### config.mk
export PLATFORM = sky130hd
export DESIGN_NAME = rcr_config_pair
export DESIGN_NICKNAME = d
export VERILOG_FILES = /design/src/rcr_pkg.sv /design/src/rcr_config_pair.sv
export SDC_FILE = /design/constraint.sdc
export NUM_CORES = 1
export LEC_CHECK = 0
export ABC_AREA = 0
export BUFFER_PORTS_ARGS = -buffer_cell sky130_fd_sc_hd__buf_2
export CAP_MARGIN = 30
export CORE_MARGIN = 2
export CORE_UTILIZATION = 50
export DETAILED_ROUTE_END_ITERATION = 10
export GPL_ROUTABILITY_DRIVEN = 0
export GPL_TIMING_DRIVEN = 0
export PLACE_DENSITY_LB_ADDON = 0.15
export SYNTH_ARGS = -nofsm -noshare
export SYNTH_HDL_FRONTEND = slang
export SYNTH_SLANG_ARGS = --single-unit
### constraint.sdc
create_clock -name i_clk_sys -period 1.55 [get_ports i_clk_sys]
set_input_delay 0.155 -clock i_clk_sys [delete_from_list [all_inputs] [get_ports i_clk_sys]]
set_output_delay 0.155 -clock i_clk_sys [all_outputs]
set_load 0.02 [all_outputs]
### src/rcr_pkg.sv
/*
 * Constants for the regulator configuration register pair: command codes,
 * field positions, reset values and read answers.
 * Assumes a serial command front end that hands over decoded command codes.
 */
package rcr_pkg;

	// ------------------------------------------------------------
	// Command codes
	// ------------------------------------------------------------
	localparam logic [7:0] RCR_CMD_CFG_PRI = 8'hd2;
	localparam logic [7:0] RCR_CMD_CFG_DUP = 8'hd3;
	localparam logic [7:0] RCR_CMD_TON_DLY = 8'hd4;

	// ------------------------------------------------------------
	// Reset values
	// ------------------------------------------------------------
	localparam logic [7:0] RCR_CFG_RESET = 8'h72;
	localparam logic [7:0] RCR_TON_RESET = 8'h03;
	localparam logic [7:0] RCR_UNMAPPED_DATA = 8'h00;

	// ------------------------------------------------------------
	// Field positions of both configuration copies
	// ------------------------------------------------------------
	localparam int RCR_PHASE_MSB = 6;
	localparam int RCR_PHASE_LSB = 4;
	localparam int RCR_VSRC_BIT = 3;
	localparam int RCR_LOOP_BIT = 2;
	localparam int RCR_LATCH_BIT = 1;
	localparam int RCR_RSVD_BIT = 0;
	localparam int RCR_PHASE_W = 3;
	localparam int RCR_MAX_PHASES = 8;

endpackage : rcr_pkg

### src/rcr_config_pair.sv
/*
 * Register pair holding the multiphase regulator configuration, plus the
 * turn-on delay byte. Decodes phase count, voltage source, loop test and
 * overcurrent latchoff from the two copies.
 * Assumes the serial command front end delivers one write or read per
 * cycle as a command code with strobes, synchronous to i_clk_sys.
 */
`timescale 1ns/100ps

module rcr_config_pair #(
	parameter int CODE_W = 8
) (
	input wire logic i_clk_sys,
	input wire logic i_rst_n,
	input wire logic i_wr_en,
	input wire logic i_rd_en,
	input wire logic [7:0] i_cmd_code,
	input wire logic [7:0] i_wr_data,
	input wire logic [CODE_W-1:0] i_output_voltage_code,
	input wire logic [CODE_W-1:0] i_voltage_identification_inputs,
	input wire logic i_current_limit_timeout,
	output logic [7:0] o_rd_data,
	output logic o_rd_valid,
	output logic [3:0] o_phase_count,
	output logic [rcr_pkg::RCR_MAX_PHASES-1:0] o_phase_enable,
	output logic [CODE_W-1:0] o_vout_code,
	output logic o_loop_test_enable,
	output logic o_latchoff_enable,
	output logic o_latched_off,
	output logic [7:0] o_turn_on_delay
);
	import rcr_pkg::*;

	// ------------------------------------------------------------
	// State
	// ------------------------------------------------------------
	typedef struct packed {
		logic [7:0] cfg_pri;
		logic [7:0] cfg_dup;
		logic [7:0] ton;
		logic [RCR_PHASE_W-1:0] phase_sel;
		logic [CODE_W-1:0] vout;
		logic latched;
		logic [7:0] rd_data;
		logic rd_valid;
	} rcr_state_s;

	rcr_state_s s_reg;
	rcr_state_s s_next;
	logic vsrc_both;
	logic loop_both;
	logic latch_en;

	// Thermometer mask of active phases; lowest phases always run first
	function automatic logic [RCR_MAX_PHASES-1:0] rcr_phase_mask(
		input logic [RCR_PHASE_W-1:0] sel
	);
		logic [RCR_MAX_PHASES-1:0] m;
		m = '0;
		for (int i = 0; i < RCR_MAX_PHASES; i++)
		begin
			m[i] = (i <= int'(sel));
		end
		return m;
	endfunction : rcr_phase_mask

	// ------------------------------------------------------------
	// Agreement of the two copies
	// ------------------------------------------------------------
	// A single corrupted byte must not switch the source or loop test on, so both copies vote
	assign vsrc_both = s_reg.cfg_pri[RCR_VSRC_BIT] & s_reg.cfg_dup[RCR_VSRC_BIT];
	assign loop_both = s_reg.cfg_pri[RCR_LOOP_BIT] & s_reg.cfg_dup[RCR_LOOP_BIT];
	// Latchoff is only disabled when both copies say so: fail safe
	assign latch_en = s_reg.cfg_pri[RCR_LATCH_BIT] | s_reg.cfg_dup[RCR_LATCH_BIT];

	// ------------------------------------------------------------
	// Next state
	// ------------------------------------------------------------
	always_comb
	begin
		s_next = s_reg;
		s_next.rd_valid = 1'b0;
		// Writes land only after reset release, defaults already loaded
		if (i_wr_en)
		begin
			case (i_cmd_code)
				RCR_CMD_CFG_PRI: s_next.cfg_pri = i_wr_data;
				RCR_CMD_CFG_DUP: s_next.cfg_dup = i_wr_data;
				RCR_CMD_TON_DLY: s_next.ton = i_wr_data;
				default: s_next.ton = s_reg.ton; // Unmapped writes are dropped
			endcase
		end
		// Reads answer one cycle later; unmapped codes read as zero
		if (i_rd_en)
		begin
			s_next.rd_valid = 1'b1;
			case (i_cmd_code)
				RCR_CMD_CFG_PRI: s_next.rd_data = s_reg.cfg_pri;
				RCR_CMD_CFG_DUP: s_next.rd_data = s_reg.cfg_dup;
				RCR_CMD_TON_DLY: s_next.rd_data = s_reg.ton;
				default: s_next.rd_data = RCR_UNMAPPED_DATA;
			endcase
		end
		// Phase count moves only when both copies agree; else last agreed value holds
		if (s_reg.cfg_pri[RCR_PHASE_MSB:RCR_PHASE_LSB] == s_reg.cfg_dup[RCR_PHASE_MSB:RCR_PHASE_LSB])
		begin
			s_next.phase_sel = s_reg.cfg_pri[RCR_PHASE_MSB:RCR_PHASE_LSB];
		end
		// Output voltage source select; bit 0 enters no decode at all
		if (vsrc_both)
		begin
			s_next.vout = i_output_voltage_code;
		end
		else
		begin
			s_next.vout = i_voltage_identification_inputs;
		end
		// Latchoff: a timeout latches while enabled; disabling it releases the latch
		if (!latch_en)
		begin
			s_next.latched = 1'b0;
		end
		else if (i_current_limit_timeout)
		begin
			s_next.latched = 1'b1;
		end
	end

	// ------------------------------------------------------------
	// State register
	// ------------------------------------------------------------
	always_ff @(posedge i_clk_sys or negedge i_rst_n)
	begin
		if (!i_rst_n)
		begin
			s_reg.cfg_pri <= RCR_CFG_RESET;
			s_reg.cfg_dup <= RCR_CFG_RESET;
			s_reg.ton <= RCR_TON_RESET;
			s_reg.phase_sel <= RCR_CFG_RESET[RCR_PHASE_MSB:RCR_PHASE_LSB];
			s_reg.vout <= '0;
			s_reg.latched <= 1'b0;
			s_reg.rd_data <= 8'h00;
			s_reg.rd_valid <= 1'b0;
		end
		else
		begin
			s_reg <= s_next;
		end
	end

	// ------------------------------------------------------------
	// Outputs
	// ------------------------------------------------------------
	assign o_rd_data = s_reg.rd_data;
	assign o_rd_valid = s_reg.rd_valid;
	assign o_phase_count = {1'b0, s_reg.phase_sel} + 4'h1;
	assign o_phase_enable = rcr_phase_mask(s_reg.phase_sel);
	assign o_vout_code = s_reg.vout;
	assign o_loop_test_enable = loop_both;
	assign o_latchoff_enable = latch_en;
	assign o_latched_off = s_reg.latched;
	assign o_turn_on_delay = s_reg.ton;

	// ------------------------------------------------------------
	// Checks
	// ------------------------------------------------------------
	chk_phase_agree: assert property (
		@(posedge i_clk_sys) disable iff (!i_rst_n)
		(s_reg.cfg_pri[6:4] == s_reg.cfg_dup[6:4])
		|=> (o_phase_count == {1'b0, $past(s_reg.cfg_pri[6:4])} + 4'h1))
		else $error("phase count does not follow agreed field");

	chk_phase_hold: assert property (
		@(posedge i_clk_sys) disable iff (!i_rst_n)
		(s_reg.cfg_pri[6:4] != s_reg.cfg_dup[6:4]) |=> $stable(o_phase_count))
		else $error("phase count moved while copies disagree");

	chk_vsrc_register: assert property (
		@(posedge i_clk_sys) disable iff (!i_rst_n)
		(s_reg.cfg_pri[3] && s_reg.cfg_dup[3]) |=> (o_vout_code == $past(i_output_voltage_code)))
		else $error("output code not taken from register");

	chk_vsrc_pins: assert property (
		@(posedge i_clk_sys) disable iff (!i_rst_n)
		!(s_reg.cfg_pri[3] && s_reg.cfg_dup[3])
		|=> (o_vout_code == $past(i_voltage_identification_inputs)))
		else $error("output code not taken from pins");

	// A copy written with its loop bit clear must shut the test off one cycle later
	chk_loop_both: assert property (
		@(posedge i_clk_sys) disable iff (!i_rst_n)
		(i_wr_en && (i_cmd_code == RCR_CMD_CFG_PRI || i_cmd_code == RCR_CMD_CFG_DUP)
			&& !i_wr_data[RCR_LOOP_BIT])
		|=> !o_loop_test_enable)
		else $error("loop test enabled without both copies");

	chk_latch_set: assert property (
		@(posedge i_clk_sys) disable iff (!i_rst_n)
		(s_reg.cfg_pri[1] && i_current_limit_timeout) |=> o_latched_off)
		else $error("timeout did not latch output off");

	chk_never_latch: assert property (
		@(posedge i_clk_sys) disable iff (!i_rst_n)
		(!s_reg.cfg_pri[1] && !s_reg.cfg_dup[1]) |=> !o_latched_off)
		else $error("latched off while latchoff disabled in both");

	chk_dup_write: assert property (
		@(posedge i_clk_sys) disable iff (!i_rst_n)
		(i_wr_en && i_cmd_code == RCR_CMD_CFG_DUP)
		##1 !i_wr_en
		##1 (i_rd_en && i_cmd_code == RCR_CMD_CFG_DUP && !i_wr_en)
		|=> (o_rd_valid && o_rd_data == $past(i_wr_data, 3)))
		else $error("duplicate copy does not read back its write");

	chk_rsvd_ignored: assert property (
		@(posedge i_clk_sys) disable iff (!i_rst_n)
		(i_wr_en && i_cmd_code == RCR_CMD_CFG_PRI
			&& i_wr_data[7:RCR_RSVD_BIT+1] == s_reg.cfg_pri[7:RCR_RSVD_BIT+1])
		|=> ($stable(o_loop_test_enable) && $stable(o_latchoff_enable)))
		else $error("reserved bit changed behaviour");

	chk_reset_defaults: assert property (
		@(posedge i_clk_sys) $rose(i_rst_n)
		|-> (s_reg.cfg_pri == RCR_CFG_RESET && s_reg.cfg_dup == RCR_CFG_RESET
			&& s_reg.ton == RCR_TON_RESET))
		else $error("defaults not loaded at reset");

endmodule : rcr_config_pair

== Yosys cells after proc, flatten, opt, wreduce, memory -nomap -nowiden ==
Index checks and enable logic that the tools add are counted.

* Word-level logic and storage cells: 32
* Bits of input ports: 37
* Flip-flop bits (word level): 45
* Output and inout bits: 40

* Equality and inequality tests: 5
* Muxes and demuxes: 5
* Bitwise logic cells: 3
* Order comparisons: 7
* Add/sub/neg operators: 1
* Reductions and logical operators: 3

{| class="wikitable"
|+ Operators by type and width
! kind !! number
|-
| 8-bit == test, second input constant || 3
|-
| 8-bit one-hot mux with 3 select lines || 1
|-
| 3-bit less-or-equal comparator, first input constant || 4
|-
| 8-bit 2-to-1 mux || 1
|-
| 2-bit by 3-bit less-or-equal comparator with 1-bit output, first input constant || 2
|-
| 2-bit AND reduction || 3
|-
| 3-bit by 1-bit adder with 4-bit output, second input constant || 1
|-
| 3-bit == test || 1
|-
| 1-bit by 3-bit less-or-equal comparator with 1-bit output, first input constant || 1
|-
| 1-bit 2-to-1 mux || 3
|-
| 1-bit bitwise AND || 2
|-
| 2-bit != test, second input constant || 1
|-
| 1-bit bitwise OR || 1
|}

== Depth between registers and ports, before layout ==
* Depth in word-level cells: 2
* Gate-level depth with buffers: 5
* Depth with buffers taken out: 4

== Least setup slack after synthesis ==
OpenSTA, ideal clock, no wires.

* Kind: input to register
* From: input i_cmd_code[0]
* To: register s_reg (netlist bit o_turn_on_delay[2])
* Data arrival time: 1.190 ns
* Data required time: 1.425 ns
* Stages on the path: 5
* Setup slack: 0.235 ns
* Setup time: 0.125 ns
* Cell sequence: and4bb_2 and4b_1 buf_6 nand2_8 mux2_4

* Longest elaborated chain between the ends: 2

{| class="wikitable"
|+ Ends and longest elaborated chain
! item !! line !! source
|-
| start, declared || rcr_config_pair.sv:17 || <nowiki>input wire logic [7:0] i_cmd_code,</nowiki>
|-
| 8-bit == test || rcr_config_pair.sv:86 || <nowiki>case (i_cmd_code)</nowiki>
|-
| 2-bit AND reduction (no line) || n/a ||
|-
| end signal, assigned || rcr_config_pair.sv:147 || <nowiki>s_reg <= s_next;</nowiki>
|-
| end, declared || rcr_config_pair.sv:48 || <nowiki>rcr_state_s s_reg;</nowiki>
|}

No other way between the ends.
A chain may end at the register's enable or synchronous reset.

== Final worst setup path ==
* From: register s_reg[18] (netlist bit)
* To: output o_phase_enable[4] (netlist bit)

* Longest elaborated chain between the ends: 1

{| class="wikitable"
|+ Ends and longest elaborated chain
! item !! line !! source
|-
| 3-bit less-or-equal comparator || rcr_config_pair.sv:62 || <nowiki>m[i] = (i <= int'(sel));</nowiki>
|-
| end, declared || rcr_config_pair.sv:25 || <nowiki>output logic [rcr_pkg::RCR_MAX_PHASES-1:0] o_phase_enable,</nowiki>
|}

No other way between the ends.

==> results.txt <==
- In the global route stage, met3 resource usage came out at 0.0458.
* Type of origin of the critical path: flop
- For this configuration, the core starts out at a cell density of 0.524.
* Total number of nets in the final design: between 300 and 400
- Count of final hold-check violations: 0
- First-pass GRT wire length: around 7.2 mm
- Setup slack on the worst reg-to-reg path comes out at approximately 0.12 ns.
* Detailed Routing Iterations Pass 1: 4
- Post-DR wirelength/cell: approximately 13 um
* Sequential power share: 0.529
- In this run the horizontal extent of the chip is between 70 and 80 um.
- The worst register-to-register path has a depth of 4.
* Final Slew Violations: 0
* Placed wire-length estimate: between 3 and 4 mm
* Core Rows: 24
* Fin Hold WS: roughly 0.084 ns
- Number of maximum-capacitance constraint violations: 0
- The worst register-to-register path ends at s_reg[18]$_DFFE_PN1N_.
- The floorplan step defined a die boundary enclosing roughly 5200 um2.
* RSZ-0062 raised after global routing: yes
- The share of the Yosys chip area taken by registers is 0.494.
* Number of buffers and inverters on the critical path: 2
* Global-route met2 utilization: 0.298
- Via count of the routed design: between 1500 and 2000
- Proportion of register bits with asynchronous set or reset after synthesis: 1.00
* Timing startpoint of the critical path: s_reg[18]$_DFFE_PN1N_
* Fraction of power spent switching nets: 0.242
- Final Cycle Share: 0.994
- GR peak layer: met2
- Sorting the synthesized cells by area gives the leading types as sky130_fd_sc_hd__dfrtp_1 (35%), sky130_fd_sc_hd__dfstp_2 (15%), sky130_fd_sc_hd__mux2_2 (13%).
- Clock latency on the worst-skew pair, taken at its later pin, is approximately 0.29 ns.
- Measured against its own limit, the worst slew margin works out to 0.634.
* H-tree level count: 2
- Type of the setup path with the least slack: flop to output port
* Type of destination of the critical path: output port
* Number of distinct library cells after synthesis: 39
* Required time of the critical path: between 1 and 1.5 ns
- The worst hold path was traced through 2 stages.
- DP Cell Count: just over 300
- The Yosys step of the flow raised 0 warnings.
* Number of flops mapped to enable cells by yosys: 0
- TritonCTS clock tree: yes
* Routing usage on met1: 0.228
* Start point of the worst hold path: i_current_limit_timeout
* Filler-free cell count of the finished design: 322
- Biggest cell delay along the critical path: 0.59 ns
- The commonest cells after synthesis are sky130_fd_sc_hd__dfrtp_1 (32), sky130_fd_sc_hd__mux2_2 (26), sky130_fd_sc_hd__buf_4 (25).
* Arrival time of the worst setup path: about 1.4 ns
* Dominant register cell in the synthesized netlist: sky130_fd_sc_hd__dfrtp_1
- Num CTS Buffers: 5
- The final layout contains routed wiring with a total length of between 4 and 5 mm.
* Worst path cell trace: inv_2 -> ha_4 -> a21o_1 -> buf_6
* Worst slew pin tran: 0.548 ns
- Status: finished clean
- Setup violations remaining at the end of the flow were counted as 0.
- In the post-synthesis netlist, the cell with the most instances is sky130_fd_sc_hd__dfrtp_1.
- The register with the most flip-flops in the layout has 19 of them.
- Of the cells placed in the final design, the portion with a size suffix greater than 1 is 0.641.
- Among cell families on the critical path, the largest total delay comes from flip-flops.
- Beginning of the worst register-to-register path: s_reg[42]$_DFFE_PN1P_
- Synth Cell Area: 2310 um2
- Fraction of power consumed by the clock network: 0.324
- Number of global-route vias before repair: 1585
* Highest fanout seen on the critical path: 4
- TritonCTS Sinks: 45
- Averaged over all synthesized cells, the footprint is around 13 um2.
- Bufs on Longest Clock Path: 2
- The share of synthesized area in the top cell type comes to 0.346.
- Num ports: slightly below 80
* Port Buf Inserts: 75
- Number of design-rule violations left by the first detailed-router iteration: 110
- For this design, the slowest cell found on the critical path is sky130_fd_sc_hd__dfstp_2.
- Total global-route track usage: 0.178
- Upper clock frequency limit: 0.649 GHz
- After detailed routing, the number of vias per cell comes to 5.08.
* # DRC: 0
- P per Cell Area: 813 nW/um2
- Capturing instance or port of the critical path: o_phase_enable[4]
- Post-synth net total: 223
- The path class of the tightest hold or removal check is primary input to flop.
- Counting buffers and inverters, the worst setup path is 4 cells deep.
- FF+latch count, synth: 45
- Antenna fix cells: 0
- Number of nets still failing antenna checks after routing: 0
- Floorplan core area: between 4000 and 5000 um2
- The synthesized design spends more area on one cell type than any other, namely sky130_fd_sc_hd__dfrtp_1.
- Worst vdd rail ir drop: roughly 0.62 mV
- Logic gate share of total power: 0.146
* Cell count after synthesis: roughly 180
- Initial antenna violation count: 0
- Net switching power: approximately 0.58 mW
- The analysis attributes to cell leakage a power of 1.55 nW.
- Time the final worst path needs with I/O delays and setup: roughly 1.5 ns
- Entering global routing, the biggest net connects 40 pins.
- The floorplan step set the die height to just over 70 um.
- The root buffer cell chosen for the clock tree is sky130_fd_sc_hd__clkbuf_8.
* Area added between synthesis and finish: 27.5%
- Internal portion of total power: between 1.5 and 2 mW
- After clock tree synthesis, the clock-pin slew on the worst setup and hold paths is around 0.080 ns.
- The total overflow left after global routing is 0.
- The clock arrives with roughly 0.0066 ns of skew.
logic make-up after synthesis:
family,Yosys count,synth area share
muxes,39,0.200
DFF,45,0.494
other,1,0.00162
xor gates and xnor gates,3,0.0114
AOI/OAI and AO/OA,27,0.0838
adders and majority gates,3,0.0162
and+or+nand+nor,25,0.0806
buffers and inverters,40,0.112
power groups by stage:
stage | clock network, mW | logic, mW | registers, mW
after floorplan | 0 | 0.196 | 1.29
after global placement | 0 | 0.319 | 1.29
after detailed placement | 0 | 0.332 | 1.29
after CTS | 0.803 | 0.345 | 1.27
after global routing | 0.857 | 0.384 | 1.28
final | 0.779 | 0.351 | 1.27
what timing repair did:
| action | 4_1_cts | 5_1_grt |
|---|---|---|
| endpoints found under the setup margin | 3 | 7 |
| gates resized for setup | 2 | 10 |
| buffers inserted | 2 | 0 |
| endpoints found under the hold margin | 33 | 0 |
| pin swaps | 1 | 3 |
| hold buffers | 2 | 0 |
stage by stage:
stage	worst slack, ns	utilization	total power, mW	TNS (ns)	instance area (um2)
3_5_place_dp	0.00678	0.628	1.62	0	2770
5_1_grt	-0.0386	0.668	2.52	-0.0740	2950
6_report	0.00929	0.668	2.40	0	2950
4_1_cts	-0.00198	0.661	2.42	-0.00381	2920
3_3_place_gp	0.00643	0.624	1.61	0	2750
2_1_floorplan	0.235	-	1.48	0	2310
worst min-delay path by stage:
stage / endpoint / slack [ns]
finish: o_latched_off$_DFFE_PN0P_ / 0.08
global route: o_latched_off$_DFFE_PN0P_ / 0.08
CTS: o_latched_off$_DFFE_PN0P_ / 0.08
detailed placement: o_rd_data[0]$_DFFE_PN0P_ / 0.004
global placement: o_rd_valid$_DFF_PN0_ / 0.28
floorplan: o_latched_off$_DFFE_PN0P_ / -0.14
area by class of cell:
class / count / area (um2)
Timing Repair Buffer: 80 / 449
Inverter: 11 / 41.3
Clock inverter: 1 / 5.00
Tap cell: 52 / 65.1
Fill cell: 344 / 1460
Buffer: 28 / 215
Sequential cell: 45 / 1140
Multi-Input combinational cell: 98 / 936
Clock buffer: 7 / 96.3
layer usage:
layer	share of wire	wire length, um
met5	0	0
met4	0.0082	35
met3	0.075	318
met2	0.49	2070
met1	0.43	1820
placed cells by master (no fill, tap or decap), types with 5 or more instances in the layout:
cell                        instances
sky130_fd_sc_hd__buf_2             72
sky130_fd_sc_hd__o21ai_0            5
sky130_fd_sc_hd__mux2_4             8
sky130_fd_sc_hd__o22ai_1            5
sky130_fd_sc_hd__mux2i_1            5
sky130_fd_sc_hd__clkbuf_8           7
sky130_fd_sc_hd__dfrtp_1           32
sky130_fd_sc_hd__buf_4             27
sky130_fd_sc_hd__mux2_2            26
sky130_fd_sc_hd__a2bb2oi_1          5
sky130_fd_sc_hd__dfstp_2           13
sky130_fd_sc_hd__buf_6              5
sky130_fd_sc_hd__inv_1              9
worst register-to-register path, delay by kind of cell (launching register included):
family,cells,cell delay (ns)
flip-flops,1,0.58
AND/OR/NAND/NOR,2,0.28
XOR/XNOR,1,0.17
multiplexers,1,0.35
(Power assumes the default switching activity.)
